File: config.mk
export PLATFORM = sky130hd
export DESIGN_NAME = csud_unit
export DESIGN_NICKNAME = d
export VERILOG_FILES = /design/src/rtl/csud_pkg.sv /design/src/rtl/csud_rst_sync.sv /design/src/rtl/csud_unit.sv /design/src/rtl/csud_word.sv
export SDC_FILE = /design/constraint.sdc
export NUM_CORES = 2
export LEC_CHECK = 0
export BUFFER_PORTS_ARGS = -buffer_cell sky130_fd_sc_hd__buf_4
export CAP_MARGIN = 20
export CORE_MARGIN = 3
export CORE_UTILIZATION = 50
export CTS_BUF_LIST = sky130_fd_sc_hd__clkbuf_4 sky130_fd_sc_hd__clkbuf_8
export CTS_CLUSTER_DIAMETER = 60
export DETAILED_ROUTE_END_ITERATION = 10
export PLACE_DENSITY = 0.67
export SKIP_CTS_REPAIR_TIMING = 1
export SYNTH_ARGS = -nofsm -noshare
export SYNTH_HDL_FRONTEND = slang
export SYNTH_HIERARCHICAL = 1
export SYNTH_SLANG_ARGS = --single-unit
File: constraint.sdc
create_clock -name clk -period 17.69 [get_ports clk]
set_clock_uncertainty 0.2 [all_clocks]
set_input_delay 0.8845 -clock clk [delete_from_list [all_inputs] [get_ports clk]]
set_output_delay 0.8845 -clock clk [all_outputs]
set_load 0.03 [all_outputs]
File: src/rtl/csud_pkg.sv
// Constants, types and the register map of the carry subtract, multiply and divide unit.
// Assumes a 32-bit APB master with byte addresses in an 8-bit window.
package csud_pkg;

  // Byte offsets of the control registers.
  localparam logic [7:0] CSUD_OFF_CMD   = 8'h00;
  localparam logic [7:0] CSUD_OFF_FLAGS = 8'h04;
  localparam logic [7:0] CSUD_OFF_ISTAT = 8'h08;
  localparam logic [7:0] CSUD_OFF_IMASK = 8'h0C;
  // Operand words sit at 0x40 + 4 * index, sixteen of them.
  localparam logic [1:0] CSUD_WORD_PAGE = 2'h1;
  localparam int         CSUD_WORDS     = 16;

  // Command register fields.
  localparam int CSUD_CMD_OP_LSB = 0;
  localparam int CSUD_CMD_EN_BIT = 2;
  localparam int CSUD_CMD_A_LSB  = 4;
  localparam int CSUD_CMD_B_LSB  = 8;
  localparam int CSUD_CMD_C_LSB  = 12;

  // Flag register fields.
  localparam int CSUD_FLG_CARRY = 0;
  localparam int CSUD_FLG_ERROR = 1;
  localparam int CSUD_FLG_OVF   = 2;
  localparam int CSUD_FLG_MUL   = 3;
  localparam int CSUD_FLG_DIV   = 4;

  // Interrupt status and mask fields.
  localparam int CSUD_IRQ_OVF  = 0;
  localparam int CSUD_IRQ_DERR = 1;
  localparam int CSUD_IRQ_DONE = 2;
  localparam int CSUD_IRQ_BITS = 3;

  // Values after reset.
  localparam logic [15:0] CSUD_CMD_RST   = 16'h0000;
  localparam logic [15:0] CSUD_WORD_RST  = 16'h0000;
  localparam logic [2:0]  CSUD_IMASK_RST = 3'h0;

  typedef enum logic [1:0] {
    CSUD_OP_NONE = 2'b00,
    CSUD_OP_SUB  = 2'b01,
    CSUD_OP_MUL  = 2'b10,
    CSUD_OP_DIV  = 2'b11
  } csud_op_t;

  typedef enum logic [0:0] {
    CSUD_IDLE = 1'b0,
    CSUD_EXEC = 1'b1
  } csud_state_t;

endpackage

File: src/rtl/csud_rst_sync.sv
// Reset release synchroniser for the arithmetic unit.
// Assumes an asynchronous active-low reset that may be released at any time.
`timescale 1ns/10ps
`default_nettype none
module csud_rst_sync (
  input  wire logic clk,        // System clock.
  input  wire logic reset_n,    // Raw asynchronous reset, active low.
  output logic      rst_n       // Reset released on the clock, active low.
);
  logic stage_n;

  always_ff @(posedge clk or negedge reset_n)
  begin
    if (!reset_n)
    begin
      stage_n <= 1'b0;
      rst_n   <= 1'b0;
    end
    else
    begin
      stage_n <= 1'b1;
      rst_n   <= stage_n;
    end
  end
endmodule
`default_nettype wire

File: src/rtl/csud_unit.sv
// Carry subtract, unsigned multiply and unsigned divide unit with an APB register port.
// Assumes one clock, an APB master and a sequencer issuing one command at a time.
`timescale 1ns/10ps
`default_nettype none
module csud_unit
  import csud_pkg::*;
(
  input  wire logic        clk,           // System clock, 20 MHz.
  input  wire logic        reset_n,       // Asynchronous reset, active low.
  input  wire logic        psel,          // APB select.
  input  wire logic        penable,       // APB enable.
  input  wire logic        pwrite,        // APB direction, high for write.
  input  wire logic [7:0]  paddr,         // APB byte address.
  input  wire logic [31:0] pwdata,        // APB write data.
  output logic      [31:0] prdata,        // APB read data.
  output logic             pready,        // APB ready.
  output logic             pslverr,       // APB error on unmapped address.
  output logic             sub_overflow,  // Overflow/underflow of last subtraction.
  output logic             mul_exec,      // Last multiply executed.
  output logic             div_exec,      // Last divide executed.
  output logic             carry_flag,    // Borrow flag of the subtraction.
  output logic             error_flag,    // Sticky division error flag.
  output logic             irq            // Level interrupt.
);

  logic              rst_n;
  logic       [15:0] cmd;
  logic              go;
  csud_state_t       state;
  csud_state_t       next_state;
  logic       [2:0]  istat;
  logic       [2:0]  imask;
  logic       [2:0]  next_imask;
  logic       [15:0] rf [CSUD_WORDS];
  logic       [255:0] rf_flat;

  csud_rst_sync u_rst_sync (
    .clk     (clk),
    .reset_n (reset_n),
    .rst_n   (rst_n)
  );

  // APB decode.
  wire        setup     = psel & ~penable;
  wire        acc_done  = psel & penable & pready;
  wire        bus_wr    = acc_done & pwrite;
  wire        bus_rd    = acc_done & ~pwrite;
  wire        hit_cmd   = (paddr == CSUD_OFF_CMD);
  wire        hit_flags = (paddr == CSUD_OFF_FLAGS);
  wire        hit_istat = (paddr == CSUD_OFF_ISTAT);
  wire        hit_imask = (paddr == CSUD_OFF_IMASK);
  wire        hit_word  = (paddr[7:6] == CSUD_WORD_PAGE) & (paddr[1:0] == 2'h0);
  wire [3:0]  bus_idx   = paddr[5:2];
  wire        mapped    = hit_cmd | hit_flags | hit_istat | hit_imask | hit_word;

  // Command fields.
  wire [1:0]  cmd_op = cmd[CSUD_CMD_OP_LSB +: 2];
  wire        cmd_en = cmd[CSUD_CMD_EN_BIT];
  wire [3:0]  ia     = cmd[CSUD_CMD_A_LSB +: 4];
  wire [3:0]  ib     = cmd[CSUD_CMD_B_LSB +: 4];
  wire [3:0]  ic     = cmd[CSUD_CMD_C_LSB +: 4];
  wire [3:0]  ia1    = ia + 4'h1;
  wire [3:0]  ib1    = ib + 4'h1;
  wire [3:0]  ic1    = ic + 4'h1;
  wire        exec   = (state == CSUD_EXEC);
  wire        is_sub = exec & (cmd_op == CSUD_OP_SUB);
  wire        is_mul = exec & (cmd_op == CSUD_OP_MUL);
  wire        is_div = exec & (cmd_op == CSUD_OP_DIV);

  wire [31:0] sub_a = {rf[ia1], rf[ia]};
  wire [31:0] sub_b = {rf[ib1], rf[ib]};
  wire [32:0] udiff = {1'b0, sub_a} - {1'b0, sub_b} - {32'h0000_0000, carry_flag};
  wire [32:0] sdiff = {sub_a[31], sub_a} - {sub_b[31], sub_b} - {32'h0000_0000, carry_flag};
  // Borrow out of the top bit.
  wire        borrow  = udiff[32];
  wire        sub_ovf = sdiff[32] ^ sdiff[31];

  wire [31:0] prod     = {16'h0000, rf[ia]} * {16'h0000, rf[ib]};
  wire        div_zero = (rf[ib] == 16'h0000);
  wire [15:0] quot     = div_zero ? 16'h0000 : rf[ia] / rf[ib];
  wire [15:0] remd     = div_zero ? 16'h0000 : rf[ia] % rf[ib];

  wire        ex_sub    = is_sub & cmd_en;
  wire        ex_mul    = is_mul & cmd_en;
  wire        ex_div    = is_div & cmd_en & ~div_zero;
  wire        ex_derr   = is_div & cmd_en & div_zero;
  wire        res_we    = ex_sub | ex_mul | ex_div;
  wire [15:0] res_lo    = ex_sub ? udiff[15:0]  : ex_mul ? prod[15:0]  : quot;
  wire [15:0] res_hi    = ex_sub ? udiff[31:16] : ex_mul ? prod[31:16] : remd;

  // Operand words; a result write and a bus write never meet on one edge.
  genvar k;
  generate
    for (k = 0; k < CSUD_WORDS; k = k + 1)
    begin : g_word
      wire hit_lo = res_we & (ic == 4'(k));
      wire hit_hi = res_we & (ic1 == 4'(k));
      wire hit_bw = bus_wr & hit_word & (bus_idx == 4'(k));
      wire [15:0] wd = hit_lo ? res_lo : hit_hi ? res_hi : pwdata[15:0];
      csud_word u_word (
        .clk   (clk),
        .rst_n (rst_n),
        .we    (hit_lo | hit_hi | hit_bw),
        .wdata (wd),
        .q     (rf[k])
      );
      assign rf_flat[k*16 +: 16] = rf[k];
    end
  endgenerate

  // Read data selection.
  wire [31:0] flags_rd = {27'h0, div_exec, mul_exec, sub_overflow, error_flag, carry_flag};
  wire [31:0] next_prdata = hit_cmd   ? {16'h0000, cmd} :
                            hit_flags ? flags_rd :
                            hit_istat ? {29'h0, istat} :
                            hit_imask ? {29'h0, imask} :
                            hit_word  ? {16'h0000, rf[bus_idx]} : 32'h0000_0000;

  // Interrupt events; a read clears only the bits it returned, new events win.
  wire [2:0] events;
  assign events[CSUD_IRQ_OVF]  = ex_sub & sub_ovf;
  assign events[CSUD_IRQ_DERR] = ex_derr;
  assign events[CSUD_IRQ_DONE] = exec;
  wire [2:0] istat_clr  = (bus_rd & hit_istat) ? prdata[2:0] : 3'h0;
  wire [2:0] next_istat = (istat & ~istat_clr) | events;

  // Error flag is cleared by writing one to its bit.
  wire err_clr    = bus_wr & hit_flags & pwdata[CSUD_FLG_ERROR];
  // Set wins over a simultaneous clear.
  wire next_error = ex_derr | (error_flag & ~err_clr);

  // A command write starts one execute cycle right after its access edge.
  assign go         = bus_wr & hit_cmd;
  assign next_imask = (bus_wr & hit_imask) ? pwdata[2:0] : imask;

  always_comb
  begin
    case (state)
      CSUD_IDLE: next_state = go ? CSUD_EXEC : CSUD_IDLE;
      CSUD_EXEC: next_state = go ? CSUD_EXEC : CSUD_IDLE;
      default:   next_state = CSUD_IDLE;
    endcase
  end

  always_ff @(posedge clk or negedge rst_n)
  begin
    if (!rst_n)
    begin
      pready  <= 1'b0;
      prdata  <= 32'h0000_0000;
      pslverr <= 1'b0;
    end
    else
    begin
      pready  <= setup;
      prdata  <= setup ? next_prdata : prdata;
      pslverr <= setup & ~mapped;
    end
  end

  always_ff @(posedge clk or negedge rst_n)
  begin
    if (!rst_n)
    begin
      cmd   <= CSUD_CMD_RST;
      state <= CSUD_IDLE;
      imask <= CSUD_IMASK_RST;
    end
    else
    begin
      cmd   <= (bus_wr & hit_cmd) ? pwdata[15:0] : cmd;
      state <= next_state;
      imask <= next_imask;
    end
  end

  always_ff @(posedge clk or negedge rst_n)
  begin
    if (!rst_n)
    begin
      carry_flag <= 1'b0;
      error_flag <= 1'b0;
      istat      <= 3'h0;
      irq        <= 1'b0;
    end
    else
    begin
      if (ex_sub)
        carry_flag <= borrow;
      else if (bus_wr & hit_flags)
        carry_flag <= pwdata[CSUD_FLG_CARRY];
      error_flag <= next_error;
      istat      <= next_istat;
      irq        <= |(next_istat & next_imask);
    end
  end

  always_ff @(posedge clk or negedge rst_n)
  begin
    if (!rst_n)
    begin
      sub_overflow <= 1'b0;
      mul_exec     <= 1'b0;
      div_exec     <= 1'b0;
    end
    else
    begin
      // Overflow output from the last subtraction.
      if (is_sub)
        sub_overflow <= cmd_en & sub_ovf;
      if (is_mul)
        mul_exec <= cmd_en;
      // Divide output on only for a nonzero divisor.
      if (is_div)
        div_exec <= cmd_en & ~div_zero;
    end
  end

  // Subtraction with enable off keeps every word and the carry.
  sub_off_a: assert property (@(posedge clk) disable iff (!rst_n)
    (is_sub && !cmd_en) |=> ($stable(carry_flag) && $stable(rf_flat) && !sub_overflow))
    else $error("Disabled subtraction changed state.");

  // Enabled subtraction writes the pair.
  sub_result_a: assert property (@(posedge clk) disable iff (!rst_n)
    ex_sub |=> ({rf[$past(ic1)], rf[$past(ic)]} ==
                $past(sub_a) - $past(sub_b) - {31'h0, $past(carry_flag)}))
    else $error("Subtraction result wrong.");

  // Carry follows unsigned borrow.
  borrow_flag_a: assert property (@(posedge clk) disable iff (!rst_n)
    ex_sub |=> (carry_flag == ($past({1'b0, sub_a}) <
                               ($past({1'b0, sub_b}) + {32'h0, $past(carry_flag)}))))
    else $error("Carry flag does not match borrow.");

  // Overflow output tracks the signed range.
  sub_range_a: assert property (@(posedge clk) disable iff (!rst_n)
    ex_sub |=> (sub_overflow == ($past($signed(sdiff)) > 33'sh0_7FFF_FFFF ||
                                 $past($signed(sdiff)) < -33'sh0_8000_0000)))
    else $error("Overflow output wrong.");

  // Multiply product and output.
  mul_product_a: assert property (@(posedge clk) disable iff (!rst_n)
    ex_mul |=> (mul_exec && {rf[$past(ic1)], rf[$past(ic)]} ==
                {16'h0, $past(rf[ia])} * {16'h0, $past(rf[ib])}))
    else $error("Multiply product wrong.");

  // Disabled multiply or divide keeps its output off and the words still.
  md_off_a: assert property (@(posedge clk) disable iff (!rst_n)
    ((is_mul || is_div) && !cmd_en) |=> (!mul_exec || !$past(is_mul)) &&
                                        (!div_exec || !$past(is_div)) && $stable(rf_flat))
    else $error("Disabled multiply or divide acted.");

  // Nonzero divide reconstructs the dividend.
  div_ok_a: assert property (@(posedge clk) disable iff (!rst_n)
    ex_div |=> (div_exec && rf[$past(ic1)] < $past(rf[ib]) &&
                {16'h0, rf[$past(ic)]} * {16'h0, $past(rf[ib])} + {16'h0, rf[$past(ic1)]}
                == {16'h0, $past(rf[ia])}))
    else $error("Divide result wrong.");

  // Zero divisor flags an error and writes nothing.
  div_zero_a: assert property (@(posedge clk) disable iff (!rst_n)
    ex_derr |=> (error_flag && !div_exec && $stable(rf_flat)))
    else $error("Zero divide handled wrongly.");

  // Error flag stays until a clearing write.
  err_sticky_a: assert property (@(posedge clk) disable iff (!rst_n)
    (error_flag && !err_clr) |=> error_flag)
    else $error("Error flag dropped by itself.");

  // Interrupt follows unmasked status within one cycle.
  irq_level_a: assert property (@(posedge clk) disable iff (!rst_n)
    ##1 (irq == |(istat & imask)))
    else $error("Interrupt level wrong.");

  // Zero wait APB answer.
  apb_ready_a: assert property (@(posedge clk) disable iff (!rst_n)
    setup |=> pready ##1 !pready)
    else $error("APB ready timing wrong.");

  // Carry moves only on a subtraction or a flag write.
  carry_hold_a: assert property (@(posedge clk) disable iff (!rst_n)
    !(ex_sub || (bus_wr && hit_flags)) |=> $stable(carry_flag))
    else $error("Carry flag changed without cause.");

  // Words move only on a result write or a bus word write.
  word_hold_a: assert property (@(posedge clk) disable iff (!rst_n)
    !(res_we || (bus_wr && hit_word)) |=> $stable(rf_flat))
    else $error("Operand word changed without cause.");

  // Error flag rises only after a zero divide.
  err_rise_a: assert property (@(posedge clk) disable iff (!rst_n)
    $rose(error_flag) |-> $past(ex_derr))
    else $error("Error flag set without a zero divide.");

  // Unsigned quotient never exceeds the dividend.
  quot_bound_a: assert property (@(posedge clk) disable iff (!rst_n)
    ex_div |=> (rf[$past(ic)] <= $past(rf[ia])))
    else $error("Quotient above dividend.");

  // Overflow output belongs to subtractions only.
  ovf_hold_a: assert property (@(posedge clk) disable iff (!rst_n)
    (exec && !is_sub) |=> $stable(sub_overflow))
    else $error("Overflow output moved on another operation.");

  // A command executes for exactly one cycle.
  exec_once_a: assert property (@(posedge clk) disable iff (!rst_n)
    exec |=> !exec)
    else $error("Execute cycle repeated.");

  // Error response marks exactly the unmapped accesses.
  slverr_map_a: assert property (@(posedge clk) disable iff (!rst_n)
    acc_done |-> (pslverr == !mapped))
    else $error("APB error response wrong.");

  // Status bits stay set until a read returns them.
  istat_keep_a: assert property (@(posedge clk) disable iff (!rst_n)
    (istat_clr == 3'h0) |=> ((istat & $past(istat)) == $past(istat)))
    else $error("Interrupt status bit lost.");

endmodule
`default_nettype wire

File: src/rtl/csud_word.sv
// One 16-bit operand word of the unit's register file.
// Assumes the caller merges bus and result writes into one strobe.
`timescale 1ns/10ps
`default_nettype none
module csud_word
  import csud_pkg::*;
(
  input  wire logic        clk,     // System clock.
  input  wire logic        rst_n,   // Synchronised reset, active low.
  input  wire logic        we,      // Write strobe.
  input  wire logic [15:0] wdata,   // Write data.
  output logic      [15:0] q        // Stored word.
);
  always_ff @(posedge clk or negedge rst_n)
  begin
    if (!rst_n)
      q <= CSUD_WORD_RST;
    else if (we)
      q <= wdata;
  end
endmodule
`default_nettype wire

After elaboration in Yosys (flattened, before gate mapping) --
Index checks and enable logic that the tools add are counted. Widths: inputs -> output; s select.
Storage, ports and cells: register bits 321, word-level logic and storage cells 296, output and inout bits 40, bits of input ports 45
Cells by class: div/mod/pow operators 2, equality and inequality tests 52, reductions and logical operators 8, add/subtract/negate cells 7, $lt $le $gt $ge 5, $mul 1, muxes and demuxes 63, bitwise logic cells 127
Operator list (number):
- $mux 16 | 53
- $bmux 16 s4 | 5
- $eq 4x4->1 const B | 24
- $and 1x1->1 | 73
- $sub 32x32->33 | 2
- $sub 33x1->33 | 2
- $eq 4x3->1 const B | 12
- $or 1x1->1 | 39
- $mul 16x16->32 | 1
- $ge 5x5->1 const B | 5
- $not 4->5 | 5
- $eq 4x2->1 const B | 6
- $div 16x16->16 | 1
- $eq 8x4->1 const B | 2
- $logic_not 16->1 | 1
- $mod 16x16->16 | 1
- $add 4x1->4 const B | 3
- $eq 4x1->1 const B | 3
- $logic_not 4->1 | 3
- $eq 8x3->1 const B | 1
- $logic_not 8->1 | 1
- $and 3x3->3 | 2
- $mux 3 | 2
- $not 1->1 | 5
- 9 further kinds | 13

Logic depth before layout (Yosys ltp) --
word-level depth 12, mapped depth 156

Modules after synthesis --
The synthesis kept the hierarchy.
By module, submodules not included:
- csud_unit | instances 1, cells each 4049, area each 35363.9 um^2
- csud_word | instances 16, cells each 34, area each 649.4 um^2
- csud_rst_sync | instances 1, cells each 3, area each 53.8 um^2

Worst setup path after synthesis --
OpenSTA, ideal clock, no wires.
path type register -> register, start point reg cmd[8], end point reg g_word[2].u_word.q[9], setup slack -13.870 ns, required time 17.365 ns, period minus slack after synthesis 31.560 ns, stages on the path, launching flop included 145, buffers on the path 17, arrival 31.235 ns, cells stage by stage dfrtp_1 > buf_2 > buf_2 > buf_2 > buf_1 > mux4_2 > mux4_2 > clkbuf_1 > inv_1 > ha_1 > nand3_1 > o21ai_0 > and2_1 > ha_1 > o21ai_0 > a2111oi_2 > nand4_1 > mux2i_1 > (+109 left out) > clkbuf_1 > clkbuf_1 > a21o_1 > fa_1 > a21o_1 > a21oi_1 > o21ai_0 > o31ai_1 > o211ai_1 > o41a_1 > clkbuf_1 > a311oi_1 > o22ai_1 > a211oi_2 > nor2_2 > buf_6 > a221o_1 > mux2_4
Between the ends: word-level cells in the longest chain between the ends 11, elaborated cells on any way between the ends 30, classes of those cells add/sub: 3; mul: 1; div: 2; mux: 14; bitwise: 9; reduce/logical: 1
RTL lines:
- start: declaration | RTL line csud_unit.sv:27 | logic [15:0] cmd;
- start signal: assignment | RTL line csud_unit.sv:171 | cmd <= (bus_wr & hit_cmd) ? pwdata[15:0] : cmd;
- branches (longest 10 deep; another with $mod 16x16->16)
- $mux 16 (*) | RTL line csud_unit.sv:99 | wire [15:0] wd = hit_lo ? res_lo : hit_hi ? res_hi : pwdata[15:0];
- via g_word[2].wd[9] | RTL line csud_unit.sv:99
- end signal: assignment | RTL line csud_word.sv:19 | q <= wdata;
- end: declaration | RTL line csud_word.sv:12 | output logic [15:0] q
Mark *: on every way through the listed nets, which the timed path passes. The select of a mux whose other input is x is not followed. A chain may end at the register's enable or synchronous reset.

Worst setup path in the final report --
start point reg cmd[9], end point reg g_word[13].u_word.q[10]
Between the ends: word-level cells in the longest chain between the ends 11, elaborated cells on any way between the ends 30, classes of those cells add/sub: 3; mul: 1; div: 2; mux: 14; bitwise: 9; reduce/logical: 1
RTL lines (RTL line):
- branches (longest 10 deep; another with $mod 16x16->16)
- $mux 16 (*) | csud_unit.sv:99
- via g_word[13].wd[10] | csud_unit.sv:99
- end signal: assignment | csud_word.sv:19
- end: declaration | csud_word.sv:12
Marked as above.

==> summary.md <==
| Metric | Value |
|---|---|
| Register Area | `7655 µm²` |
| Num ports | `85` |
| Worst Hold Class | `reg -> async` |
| Clock power share | `24.6%` |
| Post-route design area | `around 58,000 µm²` |
| Final TNS setup | `-2,795,140 ps` |
| CP arrival | `just under 30,000 ps` |
| Row count | `110` |
| Critical path type | `reg -> reg` |
| CTS sink cnt | `roughly 310` |
| Lkg Pwr | `24.97 nW` |
| Status | `complete, but fails checks` |
| Die Span Y | `308.7 µm` |
| Flops & latches, synth | `about 310` |
| Starting Density | `50.66%` |
| Post-DP Area | `54,900 µm²` |
| Multi-input logic area | `around 37,000 µm²` |
| Placed cell count | `6,520` |
| Endpoints failing setup | `256` |
| Least-Margin Pin Slew | `1333 ps` |
| Total grt overflow | `0` |
| Synth top area share | `19.03%` |
| Largest net degree at the start of global routing | `139` |
| Sequential share of the synthesized area | `16.66%` |
| Int Power | `1.795 mW` |
| Setup WS post-layout | `-11,130 ps` |
| Async S/R FF share, synth | `100.0%` |
| Yosys Warn Count | `6` |
| First-pass GRT wire length | `294,300 µm` |
| Max Clk Rate | `34.70 MHz` |
| WHS | `142.1 ps` |
| CP most frequent cell | `ha_4` |
| Initial antenna violation count | `10` |
| Post-layout net count | `6,052` |
| Share of cells above drive strength 1 | `about 43%` |
| Synth top area cells | `mux4_2 (19%), dfrtp_1 (17%), ha_1 (8.8%)` |
| Largest area contributor in the netlist | `mux4_2` |
| Req. time, crit path | `~18,000 ps` |
| Combinational share of power | `52.5%` |
| Failing checks | `negative setup slack` |
| Via density | `6.808` |
| Initial DRT Pass Iterations | `11` |
| Min Tclk post-route | `28,820 ps` |
| Via count | `approximately 46k` |
| Psw | `1.335 mW` |
| Max clock buf depth | `3` |
| CP Launch Type | `flop` |
| Most frequent cell after synthesis | `nand2_1` |
| Placer's final routability congestion estimate | `1.086` |
| Maxcap violations | `0` |
| Clk Latency, worst-skew pair | `700 ps` |
| Root buffer cell | `clkbuf_8` |
| HPWL after detailed placement | `150,400 µm` |
| RSZ-0062 raised after global routing | `yes` |
| DP Worst Slack | `-11,750 ps` |
| Cells after synthesis | `4,596` |
| Sequential power share | `between 20% and 30%` |
| Synth top cells by count | `nand2_1 (464), mux4_2 (387), inv_1 (373)` |
| Crit-path max FO | `10` |
| Slew Viols, Final | `0` |
| Slew HR | `approximately 8.6%` |
| Crit-path slowest cell | `nor2b_1` |
| Routed WL | `206,700 µm` |
| CP Capture Type | `flop` |
| Die width | `between 300 and 400 µm` |
| Power per cell area | `around 54 nW/µm²` |
| Fill cells | `7,126` |
| Worst vdd ir | `0.1153 mV` |
| Hold Fails Final Rpt | `0` |
| Switching Fraction | `42.65%` |
| Fin crit share | `162.9%` |
| CTS tree | `done` |
| Critical Path Max Stage Delay | `950 ps` |
| Area delta synth->final | `27.64%` |
| Gr usage total | `42.04%` |
| Clk slew on worst S/H paths | `around 70 ps` |
| CTS Buf Count | `53` |
| Mapped Area | `45,810 µm²` |
| Core ar. | `approximately 90,000 µm²` |
| Synth unique cells | `113` |
| Drt wl/cell | `30.77 µm` |
| Mean Syn Cell Area | `around 10 µm²` |
| Top_reg_cell synth | `dfrtp_1` |
| PortBufs | `52` |
| Number of global-route vias before repair | `44.80k` |
| Post-synth EDFFs | `0` |
| Count of non-filler cells in the finished layout | `6,716` |
| Die ar. | `roughly 95,000 µm²` |
| Iter 0 DRT Violations | `6,501` |
| H-Tree Depth | `2` |
| DRT antenna net count | `0` |
| DRC errors left | `0` |
placed cells by master, fill, tap and decap left out, types with 163 or more instances in the layout:
master	Yosys	layout
a21oi_1	203	163
nor2_1	329	308
inv_1	373	371
mux4_2	387	387
fa_1	197	196
ha_1	323	284
mux2_4	160	174
nand2_1	464	451
buf_4	21	1098
dfrtp_1	305	297
routing by layer:
metal	routed length [µm]	part of all wire [%]	vias up	global-route usage, %
met3	28870	14	1136	15.32
met5	61	0.030	-	0.3958
li1	-	-	18875	-
met4	20660	10	6	32.07
met2	86580	42	3540	62.39
met1	70500	34	22164	49.80
cell type report:
| class | instances | area share [%] |
|---|---|---|
| antenna | 10 | 0.04280 |
| clock buffer | 81 | 1.810 |
| clock inverter | 17 | 0.2782 |
| inverter | 386 | 2.489 |
| multi-input combinational | 3572 | 63.68 |
| sequential | 305 | 13.09 |
| tap | 1176 | 2.517 |
| timing repair buffer | 1169 | 16.09 |
state kept, by name (all words and copies together) (netlist names), 3 cells and up:
name and flops:
g_word.u_word/q 256, istat 3, cmd 16, imask 3
prdata 16
critical path, delay by kind of cell (launching register included):
kind,cells,cell delay (ps)
AOI/OAI and AO/OA,62,12220
and+or+nand+nor,37,7810
adders and majority gates,15,3900
muxes,8,2080
buffers and inverters,14,1990
DFF,1,470
final timing paths:
kind / start / endpoint / slack, ps / cells after the start
setup / recovery: cmd[9] / g_word[13].u_word/q[10] / -11130 / 136
hold / removal: u_rst_sync/rst_n / g_word[1].u_word/q[2] / 140 / 0
setup reg to reg: cmd[9] / g_word[13].u_word/q[10] / -11130 / 136
hold reg to reg: u_rst_sync/rst_n / g_word[1].u_word/q[2] / 140 / 0
max in group asynchronous: u_rst_sync/rst_n / g_word[12].u_word/q[11] / 15910 / 2
min in group clk: u_rst_sync/stage_n / u_rst_sync/rst_n / 160 / 0
stage by stage:
step                utilization, %  total power [mW]
floorplan                        -             1.720
global placement             60.71             2.191
detailed placement           60.71             2.209
CTS                          62.06             2.977
global route                 64.63             3.258
finish                       64.66             3.131
power by group through the flow:
stage	clock network, mW	registers, mW	logic (mW)
floorplan	0	0.744	0.977
global placement	0	0.730	1.46
detailed placement	0	0.730	1.48
CTS	0.766	0.718	1.49
global route	0.795	0.719	1.74
finish	0.770	0.718	1.64
cell families after synthesis:
kind of cell | synth area share [%]
and+or+nand+nor | 11.19
AOI/OAI and AO/OA | 15.67
muxes | 28.96
buffers and inverters | 7.293
adders and majority gates | 17.43
DFF | 16.66
xor gates and xnor gates | 2.772
other | 0.01639
Power figures use the tool's default switching activity.
